<file path="config.mk">
export PLATFORM = sky130hd
export DESIGN_NAME = apd_device_flat
export DESIGN_NICKNAME = d
export VERILOG_FILES = /design/src/common/apd_pkg.sv /design/src/common/apd_if.sv /design/src/verilog/apd_device.sv /design/src/flat_wrapper.sv
export VERILOG_INCLUDE_DIRS = /design/src /design/src/common
export SDC_FILE = /design/constraint.sdc
export NUM_CORES = 1
export LEC_CHECK = 0
export ABC_CLOCK_PERIOD_IN_PS = 4300
export BUFFER_PORTS_ARGS = -buffer_cell sky130_fd_sc_hd__buf_2
export CORE_MARGIN = 4
export CORE_UTILIZATION = 25
export DETAILED_ROUTE_END_ITERATION = 6
export SETUP_SLACK_MARGIN = 0.05
export SYNTH_ARGS = -nofsm -noshare
export SYNTH_HDL_FRONTEND = slang
export SYNTH_SLANG_ARGS = --single-unit
</file>
<file path="constraint.sdc">
create_clock -name core_clk -period 4.3 [get_ports core_clk]
set_input_delay 0.215 -clock core_clk [delete_from_list [all_inputs] [get_ports core_clk]]
set_output_delay 0.215 -clock core_clk [all_outputs]
set_load 0.01 [all_outputs]
</file>
<file path="src/common/apd_map.svh">
// Constant map of the power-down and initialization control link.
`ifndef APD_MAP_SVH
`define APD_MAP_SVH

`define APD_CMD_SOFT_PD    16'h8000
`define APD_CMD_INIT       16'ha000
`define APD_CMD_WAKE       16'h0000
`define APD_CFG_OP         4'ha
`define APD_CFG_OP_MSB     15
`define APD_CFG_OP_LSB     12
`define APD_CFG_INTREF_BIT 3
`define APD_CFG_RST        12'h000
`define APD_HOST_CFG_DEF   12'h001
`define APD_CLK_MHZ        200
`define APD_WAKE_NS        1000000
`define APD_WAKE_CYCLES    ((`APD_WAKE_NS * `APD_CLK_MHZ) / 1000)

`endif

</file>
<file path="src/common/apd_pkg.sv">
// Types shared by both ends of the power-down and initialization link.
`default_nettype none

package apd_pkg;

   typedef enum logic [1:0] {
      DS_ACTIVE,
      DS_SOFT_PD,
      DS_HW_PD,
      DS_WAKE
   } apd_dev_state_t;

   typedef enum logic [2:0] {
      HS_INIT,
      HS_CFG,
      HS_IDLE,
      HS_SOFT_PD,
      HS_HW_PD,
      HS_WAIT
   } apd_host_state_t;

endpackage : apd_pkg

`default_nettype wire

</file>
<file path="src/common/apd_if.sv">
// Link between the host end and the converter's power control end.
`default_nettype none

interface apd_if;
   logic        cmd_valid;
   logic [15:0] cmd_word;
   logic        cmd_ready;
   logic        hw_powerdown_pin;
   logic        chip_sel_n;
   logic        conversion_start_pin;
   logic        frame_sync_input;
   logic        dev_ready;
   logic        result_valid;
   logic [11:0] result_data;
   logic        result_invalid;

   modport dev (
      input  cmd_valid, cmd_word, hw_powerdown_pin, chip_sel_n, conversion_start_pin, frame_sync_input,
      output cmd_ready, dev_ready, result_valid, result_data, result_invalid
   );

   modport host (
      output cmd_valid, cmd_word, hw_powerdown_pin, chip_sel_n, conversion_start_pin, frame_sync_input,
      input  cmd_ready, dev_ready, result_valid, result_data, result_invalid
   );
endinterface : apd_if

`default_nettype wire

</file>
<file path="src/verilog/apd_device.sv">
// Converter end: power-down, wake-up and initialization control.
`include "apd_map.svh"
`default_nettype none

module apd_device #(
   parameter int unsigned WAKE_CYCLES = `APD_WAKE_CYCLES,
   parameter int unsigned CW          = $clog2(WAKE_CYCLES + 1)
) (
   // Clock and reset.
   input  wire logic        core_clk,
   input  wire logic        rst,
   // Link to the host.
   apd_if.dev               lnk,
   // Converter core results.
   input  wire logic        conv_done,
   input  wire logic [11:0] conv_data,
   // Power and datapath controls.
   output logic             powered_down,
   output logic             analog_on,
   output logic             ref_on,
   output logic             fifo_clear,
   output logic             sweep_restart,
   // Stored setup.
   output logic [11:0]      config_word_store,
   output logic             proc_is_dsp,
   output logic             init_done
);

   ////////////////////////////////////////////////////////////////////////////
   // Pin synchroniser for the hardware power-down pin.

   logic hw_meta_q;
   logic hw_sync_q;

   always_ff @(posedge core_clk or posedge rst) begin
      if (rst) begin
         hw_meta_q <= 1'b0;
         hw_sync_q <= 1'b0;
      end else begin
         hw_meta_q <= lnk.hw_powerdown_pin;
         hw_sync_q <= hw_meta_q;
      end
   end

   ////////////////////////////////////////////////////////////////////////////
   // Power state.

   apd_pkg::apd_dev_state_t state_q;
   apd_pkg::apd_dev_state_t state_d;
   logic [CW-1:0]           cnt_q;
   logic [CW-1:0]           cnt_d;
   logic                    first_q;
   logic                    first_d;
   logic                    clr_q;
   logic                    clr_d;
   logic                    swp_q;
   logic                    swp_d;
   logic                    take;
   logic                    is_pd_cmd;
   logic                    is_init_cmd;
   logic                    is_cfg_cmd;

   assign take        = lnk.cmd_valid && lnk.cmd_ready;
   assign is_pd_cmd   = (lnk.cmd_word == `APD_CMD_SOFT_PD);
   assign is_init_cmd = (lnk.cmd_word == `APD_CMD_INIT);
   assign is_cfg_cmd  = (lnk.cmd_word[`APD_CFG_OP_MSB:`APD_CFG_OP_LSB] == `APD_CFG_OP) && !is_init_cmd;

   // Commands are refused while waking so that no setup lands in a half-powered part.
   assign lnk.cmd_ready = !hw_sync_q && (state_q != apd_pkg::DS_WAKE);

   always_comb begin
      state_d = state_q;
      cnt_d   = cnt_q;
      first_d = first_q;
      clr_d   = 1'b0;
      swp_d   = 1'b0;
      if (conv_done && (state_q == apd_pkg::DS_ACTIVE)) begin
         first_d = 1'b0;
      end
      unique case (state_q)
         apd_pkg::DS_ACTIVE: begin
            if (hw_sync_q) begin
               state_d = apd_pkg::DS_HW_PD;
               clr_d   = 1'b1;
               swp_d   = 1'b1;
            end else if (take && is_pd_cmd) begin
               state_d = apd_pkg::DS_SOFT_PD;
               clr_d   = 1'b1;
               swp_d   = 1'b1;
            end else if (take && is_cfg_cmd) begin
               clr_d = 1'b1;
            end
         end
         apd_pkg::DS_SOFT_PD: begin
            if (hw_sync_q) begin
               state_d = apd_pkg::DS_HW_PD;
            end else if (take && !is_pd_cmd) begin
               state_d = apd_pkg::DS_WAKE;
               cnt_d   = CW'(WAKE_CYCLES - 1);
            end
         end
         apd_pkg::DS_HW_PD: begin
            if (!hw_sync_q) begin
               state_d = apd_pkg::DS_WAKE;
               cnt_d   = CW'(WAKE_CYCLES - 1);
            end
         end
         apd_pkg::DS_WAKE: begin
            if (hw_sync_q) begin
               state_d = apd_pkg::DS_HW_PD;
            end else if (cnt_q == '0) begin
               state_d = apd_pkg::DS_ACTIVE;
               first_d = 1'b1;
            end else begin
               cnt_d = cnt_q - CW'(1);
            end
         end
      endcase
   end

   always_ff @(posedge core_clk or posedge rst) begin
      if (rst) begin
         state_q <= apd_pkg::DS_ACTIVE;
         cnt_q   <= '0;
         first_q <= 1'b1;
         clr_q   <= 1'b0;
         swp_q   <= 1'b0;
      end else begin
         state_q <= state_d;
         cnt_q   <= cnt_d;
         first_q <= first_d;
         clr_q   <= clr_d;
         swp_q   <= swp_d;
      end
   end

   ////////////////////////////////////////////////////////////////////////////
   // Stored setup. Power down never touches it; only reset and the init and config commands do.

   logic [11:0] cfg_q;
   logic [11:0] cfg_d;
   logic        dsp_q;
   logic        dsp_d;
   logic        init_q;
   logic        init_d;

   always_comb begin
      cfg_d  = cfg_q;
      dsp_d  = dsp_q;
      init_d = init_q;
      if (take && (state_q == apd_pkg::DS_ACTIVE)) begin
         if (is_init_cmd) begin
            // The processor type follows the frame sync level seen with the init word.
            dsp_d  = lnk.frame_sync_input;
            init_d = 1'b1;
         end else if (is_cfg_cmd) begin
            cfg_d = lnk.cmd_word[11:0];
         end
      end
   end

   always_ff @(posedge core_clk or posedge rst) begin
      if (rst) begin
         cfg_q  <= `APD_CFG_RST;
         dsp_q  <= 1'b0;
         init_q <= 1'b0;
      end else begin
         cfg_q  <= cfg_d;
         dsp_q  <= dsp_d;
         init_q <= init_d;
      end
   end

   ////////////////////////////////////////////////////////////////////////////
   // Result path with the first-after-wake marking.

   logic        res_vld_q;
   logic        res_vld_d;
   logic [11:0] res_dat_q;
   logic [11:0] res_dat_d;
   logic        res_inv_q;
   logic        res_inv_d;

   always_comb begin
      res_vld_d = 1'b0;
      res_dat_d = res_dat_q;
      res_inv_d = res_inv_q;
      if (conv_done && (state_q == apd_pkg::DS_ACTIVE) && !lnk.hw_powerdown_pin) begin
         res_vld_d = 1'b1;
         res_dat_d = conv_data;
         res_inv_d = first_q;
      end
   end

   always_ff @(posedge core_clk or posedge rst) begin
      if (rst) begin
         res_vld_q <= 1'b0;
         res_dat_q <= '0;
         res_inv_q <= 1'b0;
      end else begin
         res_vld_q <= res_vld_d;
         res_dat_q <= res_dat_d;
         res_inv_q <= res_inv_d;
      end
   end

   ////////////////////////////////////////////////////////////////////////////
   // Outputs. The raw pin gates power directly, so no clock edge is needed to shut down.

   logic accessed;

   // Analog auto power down has no enable: it follows access alone, within the same cycle; setup bit 3 keeps the reference on.
   assign accessed = !lnk.chip_sel_n || lnk.conversion_start_pin;

   assign powered_down = lnk.hw_powerdown_pin || (state_q != apd_pkg::DS_ACTIVE);
   assign analog_on    = !powered_down && accessed;
   assign ref_on       = !powered_down && (accessed || cfg_q[`APD_CFG_INTREF_BIT]);
   assign fifo_clear   = clr_q || powered_down;
   assign sweep_restart = swp_q || powered_down;

   assign config_word_store = cfg_q;
   assign proc_is_dsp       = dsp_q;
   assign init_done         = init_q;

   assign lnk.dev_ready      = !powered_down;
   assign lnk.result_valid   = res_vld_q;
   assign lnk.result_data    = res_dat_q;
   assign lnk.result_invalid = res_inv_q;

endmodule : apd_device

`default_nettype wire

</file>
<file path="src/flat_wrapper.sv">
// flat-port wrapper written by rule: the top's interface ports become plain ports
module apd_device_flat 
#(
   parameter int unsigned WAKE_CYCLES = `APD_WAKE_CYCLES,
   parameter int unsigned CW          = $clog2(WAKE_CYCLES + 1)
)
  (core_clk, rst, conv_done, conv_data, powered_down, analog_on, ref_on, fifo_clear, sweep_restart, config_word_store, proc_is_dsp, init_done, lnk_cmd_valid, lnk_cmd_word, lnk_hw_powerdown_pin, lnk_chip_sel_n, lnk_conversion_start_pin, lnk_frame_sync_input, lnk_cmd_ready, lnk_dev_ready, lnk_result_valid, lnk_result_data, lnk_result_invalid);
  apd_if lnk_i ();
  input  wire logic core_clk;
  input  wire logic rst;
  input  wire logic conv_done;
  input  wire logic [11:0] conv_data;
  output logic powered_down;
  output logic analog_on;
  output logic ref_on;
  output logic fifo_clear;
  output logic sweep_restart;
  output logic [11:0] config_word_store;
  output logic proc_is_dsp;
  output logic init_done;
  input wire logic [$bits(lnk_i.cmd_valid)-1:0] lnk_cmd_valid;
  input wire logic [$bits(lnk_i.cmd_word)-1:0] lnk_cmd_word;
  input wire logic [$bits(lnk_i.hw_powerdown_pin)-1:0] lnk_hw_powerdown_pin;
  input wire logic [$bits(lnk_i.chip_sel_n)-1:0] lnk_chip_sel_n;
  input wire logic [$bits(lnk_i.conversion_start_pin)-1:0] lnk_conversion_start_pin;
  input wire logic [$bits(lnk_i.frame_sync_input)-1:0] lnk_frame_sync_input;
  output wire logic [$bits(lnk_i.cmd_ready)-1:0] lnk_cmd_ready;
  output wire logic [$bits(lnk_i.dev_ready)-1:0] lnk_dev_ready;
  output wire logic [$bits(lnk_i.result_valid)-1:0] lnk_result_valid;
  output wire logic [$bits(lnk_i.result_data)-1:0] lnk_result_data;
  output wire logic [$bits(lnk_i.result_invalid)-1:0] lnk_result_invalid;
  assign lnk_i.cmd_valid = lnk_cmd_valid;
  assign lnk_i.cmd_word = lnk_cmd_word;
  assign lnk_i.hw_powerdown_pin = lnk_hw_powerdown_pin;
  assign lnk_i.chip_sel_n = lnk_chip_sel_n;
  assign lnk_i.conversion_start_pin = lnk_conversion_start_pin;
  assign lnk_i.frame_sync_input = lnk_frame_sync_input;
  assign lnk_cmd_ready = lnk_i.cmd_ready;
  assign lnk_dev_ready = lnk_i.dev_ready;
  assign lnk_result_valid = lnk_i.result_valid;
  assign lnk_result_data = lnk_i.result_data;
  assign lnk_result_invalid = lnk_i.result_invalid;
  apd_device #(.WAKE_CYCLES(WAKE_CYCLES), .CW(CW)) u_core (.core_clk(core_clk), .rst(rst), .lnk(lnk_i), .conv_done(conv_done), .conv_data(conv_data), .powered_down(powered_down), .analog_on(analog_on), .ref_on(ref_on), .fifo_clear(fifo_clear), .sweep_restart(sweep_restart), .config_word_store(config_word_store), .proc_is_dsp(proc_is_dsp), .init_done(init_done));
endmodule
</file>
==> flow_results.xml <==
<?xml version="1.0" encoding="UTF-8"?>
<metrics>
  <group name="status">
    <metric name="status" unit="">finished, final reports clean</metric>
  </group>
  <group name="synth">
    <metric name="synthesis.nets" unit="">274</metric>
    <metric name="yosys.cell_types.count" unit="">45</metric>
    <metric name="postSynthAreaPerCell" unit="um2">11.0</metric>
    <metric name="yosys_register_bits" unit="">53</metric>
    <metric name="synth_top_cell_by_area" unit="">dfrtp_1</metric>
    <metric name="netlist_area" unit="um2">2600</metric>
    <metric name="netlist_instances" unit="">237</metric>
    <metric name="ys_top_cells_by_area" unit="">dfrtp_1 50%, mux2_2 11%, a21oi_1 3.1%</metric>
    <metric name="ys.warnings.count" unit="">0</metric>
    <metric name="post-synth-top-area-fraction" unit="">0.501</metric>
    <metric name="yosysSeqAreaShare" unit="">0.511</metric>
  </group>
  <group name="placed_design">
    <metric name="numPortBuffers" unit="">70</metric>
    <metric name="routabilityCongestion" unit="">0.832</metric>
    <metric name="detailed_placement_hpwl" unit="um">4670</metric>
    <metric name="pre_cts_ws" unit="ns">1.77</metric>
  </group>
  <group name="global_routing">
    <metric name="initial_antenna_violation_count" unit="">0</metric>
    <metric name="grt.total_usage" unit="">0.102</metric>
    <metric name="first_global_vias" unit="">1894</metric>
    <metric name="grt_first_pass_wirelength" unit="um">9580</metric>
    <metric name="grt_remaining_overflow" unit="">0</metric>
    <metric name="largest_net_degree_at_the_start_of_global_routing" unit="">54</metric>
  </group>
  <group name="sta">
    <metric name="timing_worst_slew_pin_value" unit="ns">1.10</metric>
    <metric name="clock_skew" unit="ns">0.00629</metric>
    <metric name="relSlewSlack" unit="">0.264</metric>
    <metric name="timing.final.ws_setup" unit="ns">1.69</metric>
    <metric name="hold_ws" unit="ns">0.126</metric>
    <metric name="setup_viol" unit="">0</metric>
    <metric name="finalSetupTns" unit="ns">0</metric>
    <metric name="finalCritPeriodShare" unit="">0.606</metric>
    <metric name="maximum_achievable_frequency" unit="GHz">0.384</metric>
    <metric name="final-hold-violation-count" unit="">0</metric>
    <metric name="timing.final.crit_period" unit="ns">2.61</metric>
    <metric name="timing.final.max_slew_violations" unit="">0</metric>
    <metric name="rsz0062_at_grt" unit="">false</metric>
  </group>
  <group name="power">
    <metric name="power.density_cell_area" unit="nW/um2">297</metric>
    <metric name="static-leakage-power" unit="nW">1.49</metric>
    <metric name="fin_total_pwr" unit="W">0.000951</metric>
    <metric name="vdd_drop_max" unit="V">0.000144</metric>
  </group>
  <group name="floorplanning">
    <metric name="die_h" unit="um">110</metric>
    <metric name="floorplan.rows" unit="">36</metric>
    <metric name="core_area" unit="um2">9950</metric>
    <metric name="die-area" unit="um2">12100</metric>
    <metric name="die-width" unit="um">110</metric>
    <metric name="top_level_ports" unit="">71</metric>
    <metric name="effective_utilization_at_floorplan" unit="">0.261</metric>
  </group>
  <group name="finish">
    <metric name="area_delta_synth_final" unit="%">23.3</metric>
    <metric name="num-nets-final" unit="">343</metric>
    <metric name="layout-drive-gt1-share" unit="">0.381</metric>
    <metric name="filler_cell_count" unit="">1019</metric>
    <metric name="n_antenna_cell" unit="">0</metric>
  </group>
  <group name="route">
    <metric name="drt-total-wl" unit="um">6200</metric>
    <metric name="route.detailed.drc" unit="">0</metric>
    <metric name="drt_iter0_drc" unit="">94</metric>
    <metric name="first_pass_iters" unit="">4</metric>
    <metric name="drtAntennaViolNets" unit="">0</metric>
    <metric name="route.detailed.wl_per_inst" unit="um">14.1</metric>
    <metric name="dr_total_vias" unit="">2107</metric>
    <metric name="detail_route.vias_per_cell" unit="">4.79</metric>
  </group>
  <group name="critical_path">
    <metric name="startpoint" unit="">u_core.cnt_q[0]</metric>
    <metric name="path_class" unit="">reg2reg</metric>
    <metric name="startpoint_type" unit="">flip-flop</metric>
    <metric name="critical_path.endpoint_type" unit="">flip-flop</metric>
    <metric name="crit_required" unit="ns">4.53</metric>
    <metric name="timing.critical_path.fanout_max" unit="">7</metric>
    <metric name="worst_reg2reg_path_startpoint" unit="">u_core.cnt_q[0]</metric>
    <metric name="worst-endpoint-arrival" unit="ns">2.84</metric>
  </group>
  <group name="cts">
    <metric name="post_cts_hold_buffer_count" unit="">0</metric>
    <metric name="cts_sinks" unit="">53</metric>
    <metric name="clkSlewWorstSetupHoldPaths" unit="ns">0.10</metric>
    <metric name="clock-root-buffer" unit="">clkbuf_8</metric>
    <metric name="worstSkewPairLatency" unit="ns">0.31</metric>
    <metric name="postCtsSetupRepairBufs" unit="">0</metric>
    <metric name="clock_tree.buffer_depth" unit="">2</metric>
    <metric name="htree_num_levels" unit="">2</metric>
    <metric name="cts_tree" unit="">built</metric>
    <metric name="number_of_buffers_added_by_the_clock_tree_synthesis_step" unit="">5</metric>
    <metric name="cts-resized-gates" unit="">0</metric>
  </group>
  <group name="run">
    <metric name="drv_cap" unit="">0</metric>
  </group>
  <group name="hold_path">
    <metric name="min-delay-path-class" unit="">in2reg</metric>
    <metric name="hold_start" unit="">conv_data[0]</metric>
  </group>
</metrics>
-- cells in the final DEF, fill, tap and decap left out, types with 2 or more instances in the layout --
cell       n
a2111o_1   2
a21oi_1   16
and2_1     4
and3_1     2
buf_2     70
clkbuf_8   5
dfrtp_1   52
inv_1      7
mux2_2    26
mux2i_1    4
nand2_1   11
nand2b_1   7
nand3_1    2
nand3b_1   3
nor2_1     9
nor3_1     5
nor4_1     9
o211ai_1   2
o21a_1     3
o21ai_0    7
o21ai_1    3
o22a_1     2
o31ai_1    4
or2_2      7
or3_1      9
or3b_1     2
or4_1      9
or4_4      2
-- synth_stat cells, drive strengths merged --
library cell  number
nor3               5
mux2i              4
nor4b              1
a21oi             16
inv                8
clkbuf             9
or4               11
a2111oi            1
o22ai              1
or3                9
o22a               2
o21ai             11
a311oi             1
ha                 1
dfstp              1
o21a               3
or4bb              1
nor2               9
a2111o             2
or4b               1
or2                8
nand3b             3
dfrtp             52
nand2b             7
nor4              10
nor2b              1
nor3b              1
mux2              26
and3               2
or3b               2
o311ai             1
a21o               1
nand3              2
nand2             11
and2               4
o21bai             1
o211ai             2
nand4              1
o31ai              4
a211o              1
-- critical path, cell delays in order, from the launching register on --
cell and delay (ns):
dfrtp_1 0.42, inv_1 0.09, ha_1 0.29, or4bb_1 0.41, nor4_1 0.56, o22ai_1 0.35
and3_1 0.26, o21ai_0 0.15
-- final timing paths --
path,to,slack [ns],cells past startpoint
worst max-delay path,u_core.cnt_q[17],1.69,7
worst min-delay path,u_core.lnk.result_data[0],0.13,2
worst max register to register,u_core.cnt_q[17],1.69,7
worst min register to register,u_core.hw_sync_q,0.36,0
max in group asynchronous,u_core.config_word_store[0],3.45,2
min in group asynchronous,u_core.lnk.result_data[6],0.17,2
-- sequential cells by signal (all words and copies together), names as in the netlist --
signal,count
u_core.init_done,1
u_core.swp_q,1
u_core.state_q,2
u_core.lnk.result_data,12
u_core.first_q,1
u_core.clr_q,1
u_core.cnt_q,18
u_core.proc_is_dsp,1
u_core.hw_sync_q,1
u_core.config_word_store,12
u_core.hw_meta_q,1
u_core.lnk.result_valid,1
u_core.lnk.result_invalid,1
-- per-layer routing --
layer  wire, um  up-vias  GRT usage
met5          0        -          0
met4        114        0     0.0454
met3        271        9     0.0194
met2       2870       47      0.152
met1       2940     1030      0.142
li1           -     1021          -
-- layout make-up --
type	instances	area (um2)	share of cell area
Clock buffer	6	72.6	0.0227
Clock inverter	2	38.8	0.0121
Inverter	8	30.0	0.00938
Multi-Input combinational cell	167	1210	0.377
Sequential cell	53	1330	0.415
Tap cell	133	166	0.0520
Timing Repair Buffer	71	360	0.113
-- cell families (layout without fill, tap and decap cells) --
kind of cell / Yosys count / in the layout / share of synthesized area
AND/OR/NAND/NOR: 89 / 89 / 0.215
flip-flops: 53 / 53 / 0.511
AO/OA/AOI/OAI: 47 / 47 / 0.117
multiplexers: 30 / 30 / 0.128
buffers and inverters: 17 / 87 / 0.0246
adder cells (fa/ha/maj): 1 / 1 / 0.00482
-- per-stage QoR --
step	cells	utilization	cell area [um2]
3_3_place_gp	431	0.309	3080
5_1_grt	440	0.322	3200
3_5_place_dp	431	0.309	3080
4_1_cts	439	0.321	3190
6_report	440	0.322	3200
2_1_floorplan	237	-	2600
-- power by group --
| part | internal (W) | total, W | switching (W) |
|---|---|---|---|
| clock network | 0.000175 | 0.000344 | 0.000169 |
| registers | 0.000511 | 0.000525 | 0.0000135 |
| logic | 0.0000340 | 0.0000825 | 0.0000485 |
No activity file was read; power rests on OpenSTA's default activity.
